==> config.mk <==
export PLATFORM = sky130hd
export DESIGN_NAME = ccpsr_top
export DESIGN_NICKNAME = d
export VERILOG_FILES = /design/src/ccpsr_pkg.sv /design/src/ccpsr_top.sv
export SDC_FILE = /design/constraint.sdc
export NUM_CORES = 1
export LEC_CHECK = 0
export ABC_CLOCK_PERIOD_IN_PS = 3430
export BUFFER_PORTS_ARGS = -buffer_cell sky130_fd_sc_hd__buf_2
export CAP_MARGIN = 15
export CELL_PAD_IN_SITES_DETAIL_PLACEMENT = 2
export CELL_PAD_IN_SITES_GLOBAL_PLACEMENT = 2
export CORE_ASPECT_RATIO = 1.4
export CORE_UTILIZATION = 43
export CTS_CLUSTER_DIAMETER = 60
export DETAILED_ROUTE_END_ITERATION = 10
export PLACE_DENSITY_LB_ADDON = 0.2
export SYNTH_ARGS = -nofsm -noshare
export SYNTH_HDL_FRONTEND = slang
export SYNTH_SLANG_ARGS = --single-unit
==> constraint.sdc <==
create_clock -name CLK_IN -period 3.43 [get_ports CLK_IN]
set_input_delay 0.686 -clock CLK_IN [delete_from_list [all_inputs] [get_ports CLK_IN]]
set_output_delay 0.686 -clock CLK_IN [all_outputs]
set_load 0.03 [all_outputs]
==> src/ccpsr_pkg.sv <==
// constants and types for the clock chip pll shadow register block
package ccpsr_pkg;

  // register bus address width
  localparam int ADDR_W = 16;

  // register byte offsets
  localparam logic [15:0] CSR_OFS      = 16'h8110;  // control/status
  localparam logic [15:0] OUTCTL_OFS   = 16'h8114;  // output control
  localparam logic [15:0] FREQ_OFS     = 16'h8128;  // freq / loop filter
  localparam logic [15:0] DIV_OFS      = 16'h812c;  // ref divider / lock
  localparam logic [15:0] IRQ_STAT_OFS = 16'h8140;  // sticky events
  localparam logic [15:0] IRQ_MASK_OFS = 16'h8144;  // event mask

  // control/status bit positions
  localparam int BUSY_BIT     = 0;
  localparam int LOCK_BIT     = 1;
  // self-clearing conditioner reset in output control
  localparam int COND_RST_BIT = 31;

  // fixed chip register address codes in bits 3-0
  localparam logic [3:0] OUTCTL_ADDR_CODE = 4'h0;
  localparam logic [3:0] FREQ_ADDR_CODE   = 4'hd;
  localparam logic [3:0] DIV_ADDR_CODE    = 4'he;

  // field positions of the frequency / loop filter word
  localparam int LF_CAP_LSB   = 4;   // loop_filter_cap_sel 7-4
  localparam int LF_RES_A_LSB = 8;   // loop_filter_res_a_sel 10-8
  localparam int LF_RES_B_LSB = 11;  // loop_filter_res_b_sel 13-11
  localparam int IN_MHZ_LSB   = 14;  // input_clock_mhz 21-14

  // field positions of the divider / lock word
  localparam int REF_DIV_LSB    = 8;   // reference divider 19-8
  localparam int LOCK_FUNC_LSB  = 20;  // lock_pin_function 23-20
  localparam int CHIP_SLEEP_BIT = 26;  // chip_sleep
  localparam int ALL_OUT_EN_BIT = 27;  // all_outputs_enable
  localparam int AUX_OUT_BIT    = 28;  // auxiliary output pin enable

  // power-up values
  localparam logic [31:0] FREQ_RESET   = 32'h0280000d;
  localparam logic [31:0] DIV_RESET    = 32'h08000a0e;
  localparam logic [31:0] OUTCTL_RESET = 32'h00000000;

  // interrupt status bits
  localparam int IRQ_W            = 3;
  localparam int IRQ_DONE_BIT     = 0;  // serial transfer finished
  localparam int IRQ_LOCK_LOST    = 1;  // lock detect fell
  localparam int IRQ_RST_DONE_BIT = 2;  // conditioner reset finished

  // timing
  localparam int CLK_PERIOD_NS    = 10;
  localparam int COND_RST_TIME_NS = 10000;
  localparam int COND_RST_CYCLES  =
    (COND_RST_TIME_NS + CLK_PERIOD_NS - 1) / CLK_PERIOD_NS;
  localparam logic [9:0] RST_WAIT_LAST = 10'(COND_RST_CYCLES - 1);
  // serial clock half period in system clocks
  localparam logic [1:0] SER_HALF      = 2'h2;
  localparam logic [1:0] SER_HALF_LAST = 2'h1;
  localparam logic [1:0] SER_FULL_LAST = 2'h3;
  localparam logic [4:0] SER_BITS_LAST = 5'h1f;

  // serial engine states
  typedef enum logic [1:0] {
    CCPSR_IDLE     = 2'b00,
    CCPSR_SHIFT    = 2'b01,
    CCPSR_LATCH    = 2'b10,
    CCPSR_RST_WAIT = 2'b11
  } ccpsr_state_t;

endpackage

==> src/ccpsr_top.sv <==
// shadow registers and serial programmer for an external pll clock chip
//
// Decided for this implementation: the strobed register port.
`timescale 1ns/1ps
// How it works
// - board reset spares shadows; power-up clears all, bit31 clears freq and div
// - conditioner reset bit self-clears after 10 us
// - each shadow write shifts word to chip
// - busy bit 0 while serial transfer runs
// - frequency word bits 3-0 forced 1101
// - two resistor fields, reset to 000
// - divider word bits 3-0 forced 1110
// - live lock detect level on status bit 1
// - bit 26 sleeps whole chip until cleared
// - bit 27 global output enable, resets one
module ccpsr_top (
  // clock and resets
  input  wire logic                          CLK_IN,
  input  wire logic                          NRST_IN,
  input  wire logic                          NPOR_IN,
  // register port
  input  wire logic [ccpsr_pkg::ADDR_W-1:0]  ADDR_IN,
  input  wire logic [31:0]                   WDATA_IN,
  input  wire logic                          WR_IN,
  input  wire logic                          RD_IN,
  output logic      [31:0]                   RDATA_OUT,
  // interrupt
  output logic                               IRQ_OUT,
  // clock chip pins
  input  wire logic                          LOCK_DETECT_IN,
  output logic                               SER_CLK_OUT,
  output logic                               SER_DATA_OUT,
  output logic                               SER_LATCH_OUT
);
  import ccpsr_pkg::*;

  // shadow registers, cleared only by power-up; freq and div also by conditioner reset
  logic [31:0]  freq_reg, freq_next;      // frequency / loop filter
  logic [31:0]  div_reg, div_next;        // ref divider / lock / enables
  logic [31:0]  outctl_reg, outctl_next;  // output control

  // serial engine state
  ccpsr_state_t state_reg, state_next;
  logic [31:0]  shift_reg, shift_next;    // word on its way out
  logic [4:0]   bit_reg, bit_next;        // bits already sent
  logic [1:0]   phase_reg, phase_next;    // position in one bit
  logic [9:0]   wait_reg, wait_next;      // conditioner reset timer
  logic         rstp_reg, rstp_next;      // reset wait follows latch
  logic         sclk_reg, sclk_next;
  logic         sdat_reg, sdat_next;
  logic         latch_reg, latch_next;

  // lock detect synchroniser and edge history
  logic         lock_meta_reg;
  logic         lock_sync_reg;
  logic         lock_prev_reg;

  // interrupt state
  logic [IRQ_W-1:0] stat_reg, stat_next;
  logic [IRQ_W-1:0] mask_reg, mask_next;
  logic             irq_reg, irq_next;
  logic [IRQ_W-1:0] events;

  // read data
  logic [31:0]  rdata_reg, rdata_next;

  // decoded bus terms
  logic         busy;        // transfer or reset wait in progress
  logic         wr_ok;       // write accepted
  logic         wr_shadow;   // accepted write to a chip register
  logic         cond_rst;    // accepted write requesting chip reset
  logic         xfer_done;   // one-cycle end of a transfer
  logic         rst_done;    // one-cycle end of the reset wait
  logic [31:0]  load_word;   // word as stored and as shifted

  // busy covers shifting, latching and the reset wait
  assign busy = (state_reg != CCPSR_IDLE);
  // chip register writes while busy are dropped; software should poll first
  assign wr_ok = WR_IN && !busy;

  // address decode and forced address codes of the written word
  always_comb begin
    wr_shadow = 1'b0;
    cond_rst  = 1'b0;
    load_word = WDATA_IN;
    case (ADDR_IN)
      FREQ_OFS: begin
        wr_shadow      = wr_ok;
        load_word[3:0] = FREQ_ADDR_CODE;
      end
      DIV_OFS: begin
        wr_shadow      = wr_ok;
        load_word[3:0] = DIV_ADDR_CODE;
      end
      OUTCTL_OFS: begin
        wr_shadow      = wr_ok;
        cond_rst       = wr_ok && WDATA_IN[COND_RST_BIT];
        load_word[3:0] = OUTCTL_ADDR_CODE;
      end
      default: begin
        wr_shadow = 1'b0;
      end
    endcase
  end

  // next values of the shadow registers
  always_comb begin
    freq_next   = freq_reg;
    div_next    = div_reg;
    outctl_next = outctl_reg;
    if (cond_rst) begin
      freq_next   = FREQ_RESET;
      div_next    = DIV_RESET;
      outctl_next = load_word;
    end else if (wr_shadow) begin
      case (ADDR_IN)
        FREQ_OFS: freq_next   = load_word;
        DIV_OFS:  div_next    = load_word;
        default:  outctl_next = load_word;
      endcase
    end
    if (rst_done) begin
      outctl_next[COND_RST_BIT] = 1'b0;
    end
  end

  // shadows hang on the power-up reset, not the board reset
  // power-up reset only
  always_ff @(posedge CLK_IN or negedge NPOR_IN) begin
    if (!NPOR_IN) begin
      freq_reg   <= FREQ_RESET;
      div_reg    <= DIV_RESET;
      outctl_reg <= OUTCTL_RESET;
    end else begin
      freq_reg   <= freq_next;
      div_reg    <= div_next;
      outctl_reg <= outctl_next;
    end
  end

  // serial engine: msb first, data steady while clock high, then latch
  always_comb begin
    state_next = state_reg;
    shift_next = shift_reg;
    bit_next   = bit_reg;
    phase_next = phase_reg;
    wait_next  = wait_reg;
    rstp_next  = rstp_reg;
    sclk_next  = sclk_reg;
    sdat_next  = sdat_reg;
    latch_next = 1'b0;
    xfer_done  = 1'b0;
    rst_done   = 1'b0;
    case (state_reg)
      CCPSR_IDLE: begin
        sclk_next = 1'b0;
        sdat_next = 1'b0;
        if (wr_shadow) begin
          state_next = CCPSR_SHIFT;
          shift_next = load_word;
          sdat_next  = load_word[31];
          bit_next   = 5'h00;
          phase_next = 2'h0;
          rstp_next  = cond_rst;
        end
      end
      CCPSR_SHIFT: begin
        phase_next = phase_reg + 2'h1;
        // rising serial clock at mid-bit
        if (phase_reg == SER_HALF_LAST) begin
          sclk_next = 1'b1;
        end
        // falling edge: advance to the next bit or finish
        if (phase_reg == SER_FULL_LAST) begin
          sclk_next  = 1'b0;
          phase_next = 2'h0;
          shift_next = {shift_reg[30:0], 1'b0};
          sdat_next  = shift_reg[30];
          bit_next   = bit_reg + 5'h01;
          if (bit_reg == SER_BITS_LAST) begin
            state_next = CCPSR_LATCH;
            sdat_next  = 1'b0;
            latch_next = 1'b1;
          end
        end
      end
      CCPSR_LATCH: begin
        // latch pulse lasts one serial half period
        phase_next = phase_reg + 2'h1;
        latch_next = 1'b1;
        if (phase_reg == SER_HALF_LAST) begin
          latch_next = 1'b0;
          phase_next = 2'h0;
          if (rstp_reg) begin
            state_next = CCPSR_RST_WAIT;
            wait_next  = 10'h000;
          end else begin
            state_next = CCPSR_IDLE;
            xfer_done  = 1'b1;
          end
        end
      end
      CCPSR_RST_WAIT: begin
        wait_next = wait_reg + 10'h001;
        if (wait_reg == RST_WAIT_LAST) begin
          state_next = CCPSR_IDLE;
          rstp_next  = 1'b0;
          xfer_done  = 1'b1;
          rst_done   = 1'b1;
        end
      end
      default: begin
        state_next = CCPSR_IDLE;
      end
    endcase
  end

  // serial engine registers
  always_ff @(posedge CLK_IN or negedge NRST_IN) begin
    if (!NRST_IN) begin
      state_reg <= CCPSR_IDLE;
      shift_reg <= 32'h00000000;
      bit_reg   <= 5'h00;
      phase_reg <= 2'h0;
      wait_reg  <= 10'h000;
      rstp_reg  <= 1'b0;
      sclk_reg  <= 1'b0;
      sdat_reg  <= 1'b0;
      latch_reg <= 1'b0;
    end else begin
      state_reg <= state_next;
      shift_reg <= shift_next;
      bit_reg   <= bit_next;
      phase_reg <= phase_next;
      wait_reg  <= wait_next;
      rstp_reg  <= rstp_next;
      sclk_reg  <= sclk_next;
      sdat_reg  <= sdat_next;
      latch_reg <= latch_next;
    end
  end

  // two-stage synchroniser, edge history reads only the second stage
  always_ff @(posedge CLK_IN or negedge NRST_IN) begin
    if (!NRST_IN) begin
      lock_meta_reg <= 1'b0;
      lock_sync_reg <= 1'b0;
      lock_prev_reg <= 1'b0;
    end else begin
      lock_meta_reg <= LOCK_DETECT_IN;
      lock_sync_reg <= lock_meta_reg;
      lock_prev_reg <= lock_sync_reg;
    end
  end

  // event sources and sticky status, set beats write-one-to-clear
  always_comb begin
    events                   = '0;
    events[IRQ_DONE_BIT]     = xfer_done;
    events[IRQ_LOCK_LOST]    = lock_prev_reg && !lock_sync_reg;
    events[IRQ_RST_DONE_BIT] = rst_done;
    stat_next = stat_reg;
    mask_next = mask_reg;
    if (WR_IN && ADDR_IN == IRQ_STAT_OFS) begin
      stat_next = stat_reg & ~WDATA_IN[IRQ_W-1:0];
    end
    if (WR_IN && ADDR_IN == IRQ_MASK_OFS) begin
      mask_next = WDATA_IN[IRQ_W-1:0];
    end
    stat_next = stat_next | events;
    irq_next  = |(stat_next & mask_next);
  end

  // interrupt registers
  always_ff @(posedge CLK_IN or negedge NRST_IN) begin
    if (!NRST_IN) begin
      stat_reg <= '0;
      mask_reg <= '0;
      irq_reg  <= 1'b0;
    end else begin
      stat_reg <= stat_next;
      mask_reg <= mask_next;
      irq_reg  <= irq_next;
    end
  end

  // read mux; data stands one cycle after the strobe, zero otherwise
  always_comb begin
    rdata_next = 32'h00000000;
    if (RD_IN) begin
      case (ADDR_IN)
        CSR_OFS: begin
          rdata_next[BUSY_BIT] = busy;
          rdata_next[LOCK_BIT] = lock_sync_reg;
        end
        OUTCTL_OFS:   rdata_next = outctl_reg;
        FREQ_OFS:     rdata_next = freq_reg;
        DIV_OFS:      rdata_next = div_reg;
        IRQ_STAT_OFS: rdata_next[IRQ_W-1:0] = stat_reg;
        IRQ_MASK_OFS: rdata_next[IRQ_W-1:0] = mask_reg;
        // unmapped reads return zero
        default:      rdata_next = 32'h00000000;
      endcase
    end
  end

  // read data register
  always_ff @(posedge CLK_IN or negedge NRST_IN) begin
    if (!NRST_IN) begin
      rdata_reg <= 32'h00000000;
    end else begin
      rdata_reg <= rdata_next;
    end
  end

  // outputs straight from flops
  assign RDATA_OUT     = rdata_reg;
  assign IRQ_OUT       = irq_reg;
  assign SER_CLK_OUT   = sclk_reg;
  assign SER_DATA_OUT  = sdat_reg;
  assign SER_LATCH_OUT = latch_reg;
endmodule // ccpsr_top

# Word-level counts from Yosys, hierarchy flattened

Cells that the tools add are included.

Input port bits: 54
Logic and storage cells: 138
Register bits after elaboration: 192
Output and inout bits: 36

Reduce and logical (&&, ||, !) cells: 31
$add $sub $neg: 3
Eq/ne operators: 22
Muxes and demuxes: 58
Bitwise operators: 4

Operator list:

| kind                                                            | count |
|---|---|
| 32-bit 2-to-1 mux                                               | 10 |
| 16-bit equality test, second input constant                     | 6 |
| 29-bit case mux with 3 select lines                             | 1 |
| 31-bit 2-to-1 mux                                               | 2 |
| 31-bit case mux with 2 select lines                             | 1 |
| 10-bit 2-to-1 mux                                               | 2 |
| 10-bit case mux with 2 select lines                             | 1 |
| 2-bit 2-to-1 mux                                                | 9 |
| 1-bit 2-to-1 mux                                                | 17 |
| 2-bit AND reduction                                             | 7 |
| 2-bit nonzero test                                              | 7 |
| 2-bit inequality test, second input constant                    | 6 |
| 2-bit case mux with 6 select lines                              | 1 |
| 4-bit case mux with 3 select lines                              | 1 |
| 10-bit by 1-bit adder with 10-bit output, second input constant | 1 |
| 10-bit equality test, second input constant                     | 1 |
| 5-bit 2-to-1 mux                                                | 2 |
| 1-bit case mux with 2 select lines                              | 5 |
| 5-bit case mux with 2 select lines                              | 1 |
| 3-bit AND reduction                                             | 3 |
| 2-bit case mux with 4 select lines                              | 1 |
| 3-bit AND                                                       | 2 |
| 2-bit equality test, second input constant                      | 3 |
| 3-bit 2-to-1 mux                                                | 2 |
| other kinds (18)                                                | 26 |

# Longest topological paths before layout

Depth after elaboration: 7
Gate-level depth with buffers: 8
Mapped depth without buffers: 7

# Worst setup path before layout

No wires, ideal clock.

Path type: input to register
Start: input port ADDR_IN[13] (netlist bit)
End: register outctl_reg[10]
Setup slack: 1103 ps
Arrival: 2202 ps
Buffers on the path: 1
Data required time: 3305 ps
Setup time: 125 ps
Stages on the path: 5
Cell sequence: nor4b_4 -> nand3_2 -> nor4_4 -> buf_4 -> mux2_2

Word-level cells in the longest chain between the ends: 5
Elaborated cells between the ends (all ways): 11
Those cells by class: eq/ne (4); mux (3); reduce/logical (4)

RTL lines:

| what                                           | RTL line                          | source |
|---|---|---|
| from (decl)                                    | ccpsr_top.sv:22                   | `input wire logic [ccpsr_pkg::ADDR_W-1:0] ADDR_IN,` |
| 16-bit equality test, on equally long branches | ccpsr_top.sv:86, ccpsr_top.sv:116 |  |
| 3-bit OR reduction (no line)                   | -                                 |  |
| 1-bit 2-to-1 mux                               | ccpsr_top.sv:86                   | `case (ADDR_IN)` |
| 2-bit nonzero test (no line)                   | -                                 |  |
| 2-bit AND reduction (no line)                  | -                                 |  |
| to (signal assigned)                           | ccpsr_top.sv:137                  | `outctl_reg <= outctl_next;` |
| to (decl)                                      | ccpsr_top.sv:40                   | `logic [31:0] outctl_reg, outctl_next;` |

Several ways; a longest one is shown, not always the timed one.
A chain may end at the register's enable or synchronous reset.

# Final worst setup path

Start: input port ADDR_IN[2] (netlist bit)
End: register shift_reg[11]

Word-level cells in the longest chain between the ends: 5
Elaborated cells between the ends (all ways): 7
Those cells by class: eq/ne (4); mux (1); reduce/logical (2)

RTL lines:

| what                                | RTL line         | source |
|---|---|---|
| 16-bit equality test                | ccpsr_top.sv:86  |  |
| 3-bit OR reduction (no line) (*)    | -                |  |
| 1-bit 2-to-1 mux (*)                | ccpsr_top.sv:86  |  |
| 2-bit inequality test (no line) (*) | -                |  |
| 3-bit AND reduction (no line) (*)   | -                |  |
| to (signal assigned)                | ccpsr_top.sv:232 | `shift_reg <= shift_next;` |
| to (decl)                           | ccpsr_top.sv:44  | `logic [31:0] shift_reg, shift_next;` |

Every way passes the cells marked *; elsewhere a longest branch is shown, timed or not.

==> flow_metrics.tcl <==
set metrics [dict create \
    post_cts_buffers 0 \
    worst_hold_slack_ps 123.7 \
    final_net_count 824 \
    ys_ff_latch 192 \
    n_antenna_cell 0 \
    placeableCoreArea_um2 19220 \
    synth_ff_type "dfrtp_1" \
    insertion_delay_ps 440 \
    synth_edf_count 0 \
    area_growth_pct 16.12 \
    dp_hpwl_mm 16.54 \
    grt_overflow 0 \
    maxSlewViolCount 0 \
    switching_power_mw 1.069 \
    avgRoutedWirePerCell_um 25.01 \
    p_leak_nw 4.712 \
    ys_async_sr_fraction_pct 100.0 \
    ys_types 64 \
    cp_max_fo 31 \
    slew_headroom_pct 35.24 \
    hold_viol 0 \
    finalCriticalPeriod_ps 2474 \
    holdBufCountCts 0 \
    viasPerCell 5.973 \
    ir_drop_uv 351.2 \
    drc 0 \
    start_util_pct 43.94 \
    critPathCaptureType "register" \
    setup_tns_ps 0 \
    holdCritPathClass "primary input to asynchronous set/reset pin" \
    syn_area_um2 8444 \
    dr.pass1.iters 8 \
    synth.top_cell.area_share_pct 53.64 \
    seqPwrFrac_pct 51.1 \
    dieArea_um2 20210 \
    yosys_warnings 0 \
    worst_pin_slew_ps 967.8 \
    status "completed" \
    cts_root_buffer "clkbuf_16" \
    syn-instance-count 671 \
    skew_ps 9.458 \
    antenna_found_initial 0 \
    postCtsResizedCells 0 \
    cts.sinks 192 \
    wirelength_mm 25.48 \
    die_w_um 120.4 \
    grt_pass1_vias 7058 \
    grt_max_degree 78 \
    avgSynthCellArea_um2 12.58 \
    startpoint_type "primary input" \
    synth.top_cells.by_area "dfrtp_1 54%, mux2_2 9.7%, a22o_1 5.5%" \
    power_density_nw_per_um2 451.9 \
    drive_above_1_share_pct 31.78 \
    io_buffers 89 \
    cts_max_path_buffers 2 \
    cts_max_level 4 \
    die_h_um 167.8 \
    placement_rows 60 \
    post-route-period-util_pct 72.12 \
    setup_viol 0 \
    antenna_left 0 \
    cts_buffers 17 \
    synthTopCellsByCount "181 x dfrtp_1, 73 x mux2_2, 53 x a22o_1" \
    cts_tree "built" \
    yosys.area.top_type "dfrtp_1" \
    vias 6086 \
    critical_path_class "primary input to register" \
    synth_nets 737 \
    max_freq_mhz 404.3 \
    drt_iter0_drc 412 \
    grt_setup_unrepaired "no" \
    arrival_ps 2780 \
    clkSlewWorstSetupHoldPaths_ps 70 \
    gp_congestion 0.8106 \
    switching_share_pct 24.12 \
    track_usage_pct 26.85 \
    p_int_mw 3.362 \
    ys_seq_area_share_pct 57.06 \
    worstPathRequired_ps 3740 \
    pin_count 90 \
    p_comb_share_pct 3.5 \
    max-cap-violations 0 \
    grt_pass1_wl_mm 40.91 \
    synth_most_common_cell "dfrtp_1" \
    clkPwrFrac_pct 45.4 \
]
[power groups by stage]
stage | Clock, mW | Combinational (mW) | Sequential, mW
final | 2.01 | 0.155 | 2.26
after global routing | 2.12 | 0.169 | 2.26
after CTS | 2.05 | 0.159 | 2.26
after detailed placement | 0 | 0.157 | 2.31
after global placement | 0 | 0.148 | 2.31
after floorplan | 0 | 0.0362 | 2.31
[through the flow]
| step | setup WS [ps] | instance area, um2 | total power [mW] | instances | utilization, % |
|---|---|---|---|---|---|
| detailed placement | 535.5 | 9220 | 2.466 | 987 | 47.98 |
| floorplan | 1103 | 8444 | 2.346 | 671 | - |
| global placement | 654.9 | 9220 | 2.457 | 987 | 47.98 |
| finish | 956.4 | 9806 | 4.431 | 1019 | 51.02 |
| global route | 823.3 | 9806 | 4.555 | 1019 | 51.02 |
| CTS | 962.9 | 9806 | 4.471 | 1019 | 51.02 |
[layout make-up]
cell class,count,area (um2)
clock buffers,18,439.2
clock inverters,14,146.4
fillers,1903,9413
inverters,24,90.09
multi-input cells,416,3378
flip-flops and latches,192,4818
well taps,248,310.3
repair buffers,107,623.1
[critical path, cell delays in order]
cell and delay (ps):
buf_2 300, nand4bb_1 350, a21o_1 300, o21ai_2 160, o211a_2 190, buf_4 380, mux2_1 400
[logic make-up (layout without fill, tap and decap cells)]
family | count (synthesis) | in the layout | share of synthesized area (%)
and+or+nand+nor | 153 | 153 | 10.76
muxes | 92 | 92 | 12.16
AOI/OAI and AO/OA | 152 | 152 | 14.27
buffers and inverters | 63 | 163 | 3.245
adders and majority gates | 12 | 12 | 1.778
DFF | 192 | 192 | 57.06
xor gates and xnor gates | 7 | 7 | 0.7260
[routing by layer]
layer  global-route usage, %  routed length (um)  up-vias
li1                        -                   -     2655
met1                   30.31                9994     3244
met2                   49.88               13980      143
met3                   3.354                 726       44
met4                   12.08                 787        0
met5                       0                   0        -
[final timing paths]
check	to	depth (start not counted)	startpoint	slack, ps
max in group asynchronous	freq_reg[0]	2	NPOR_IN	2330
min in group CLK_IN	lock_meta_reg	1	LOCK_DETECT_IN	350
hold reg to reg	lock_sync_reg	0	lock_meta_reg	350
hold / removal	RDATA_OUT[8]	1	NRST_IN	120
setup / recovery	shift_reg[11]	7	ADDR_IN[2]	960
setup reg to reg	outctl_reg[23]	6	state_reg[0]	990
[cells in the final DEF, fill, tap and decap left out, types with 5 or more instances in the layout]
master	instances
dfrtp_1	181
buf_2	87
mux2_2	73
a22o_1	53
nand2_1	34
nor2_1	31
inv_1	24
a21oi_1	20
a222oi_1	17
clkbuf_16	17
buf_4	17
a22oi_1	16
nand3_1	14
mux2_1	12
ha_1	11
dfstp_2	11
nand2b_1	10
o21ai_0	10
nor2b_1	9
mux2i_1	7
nor3_1	7
nand4_1	7
and3_1	5
inv_6	5
Note: power is estimated with default switching activity, not from simulation.
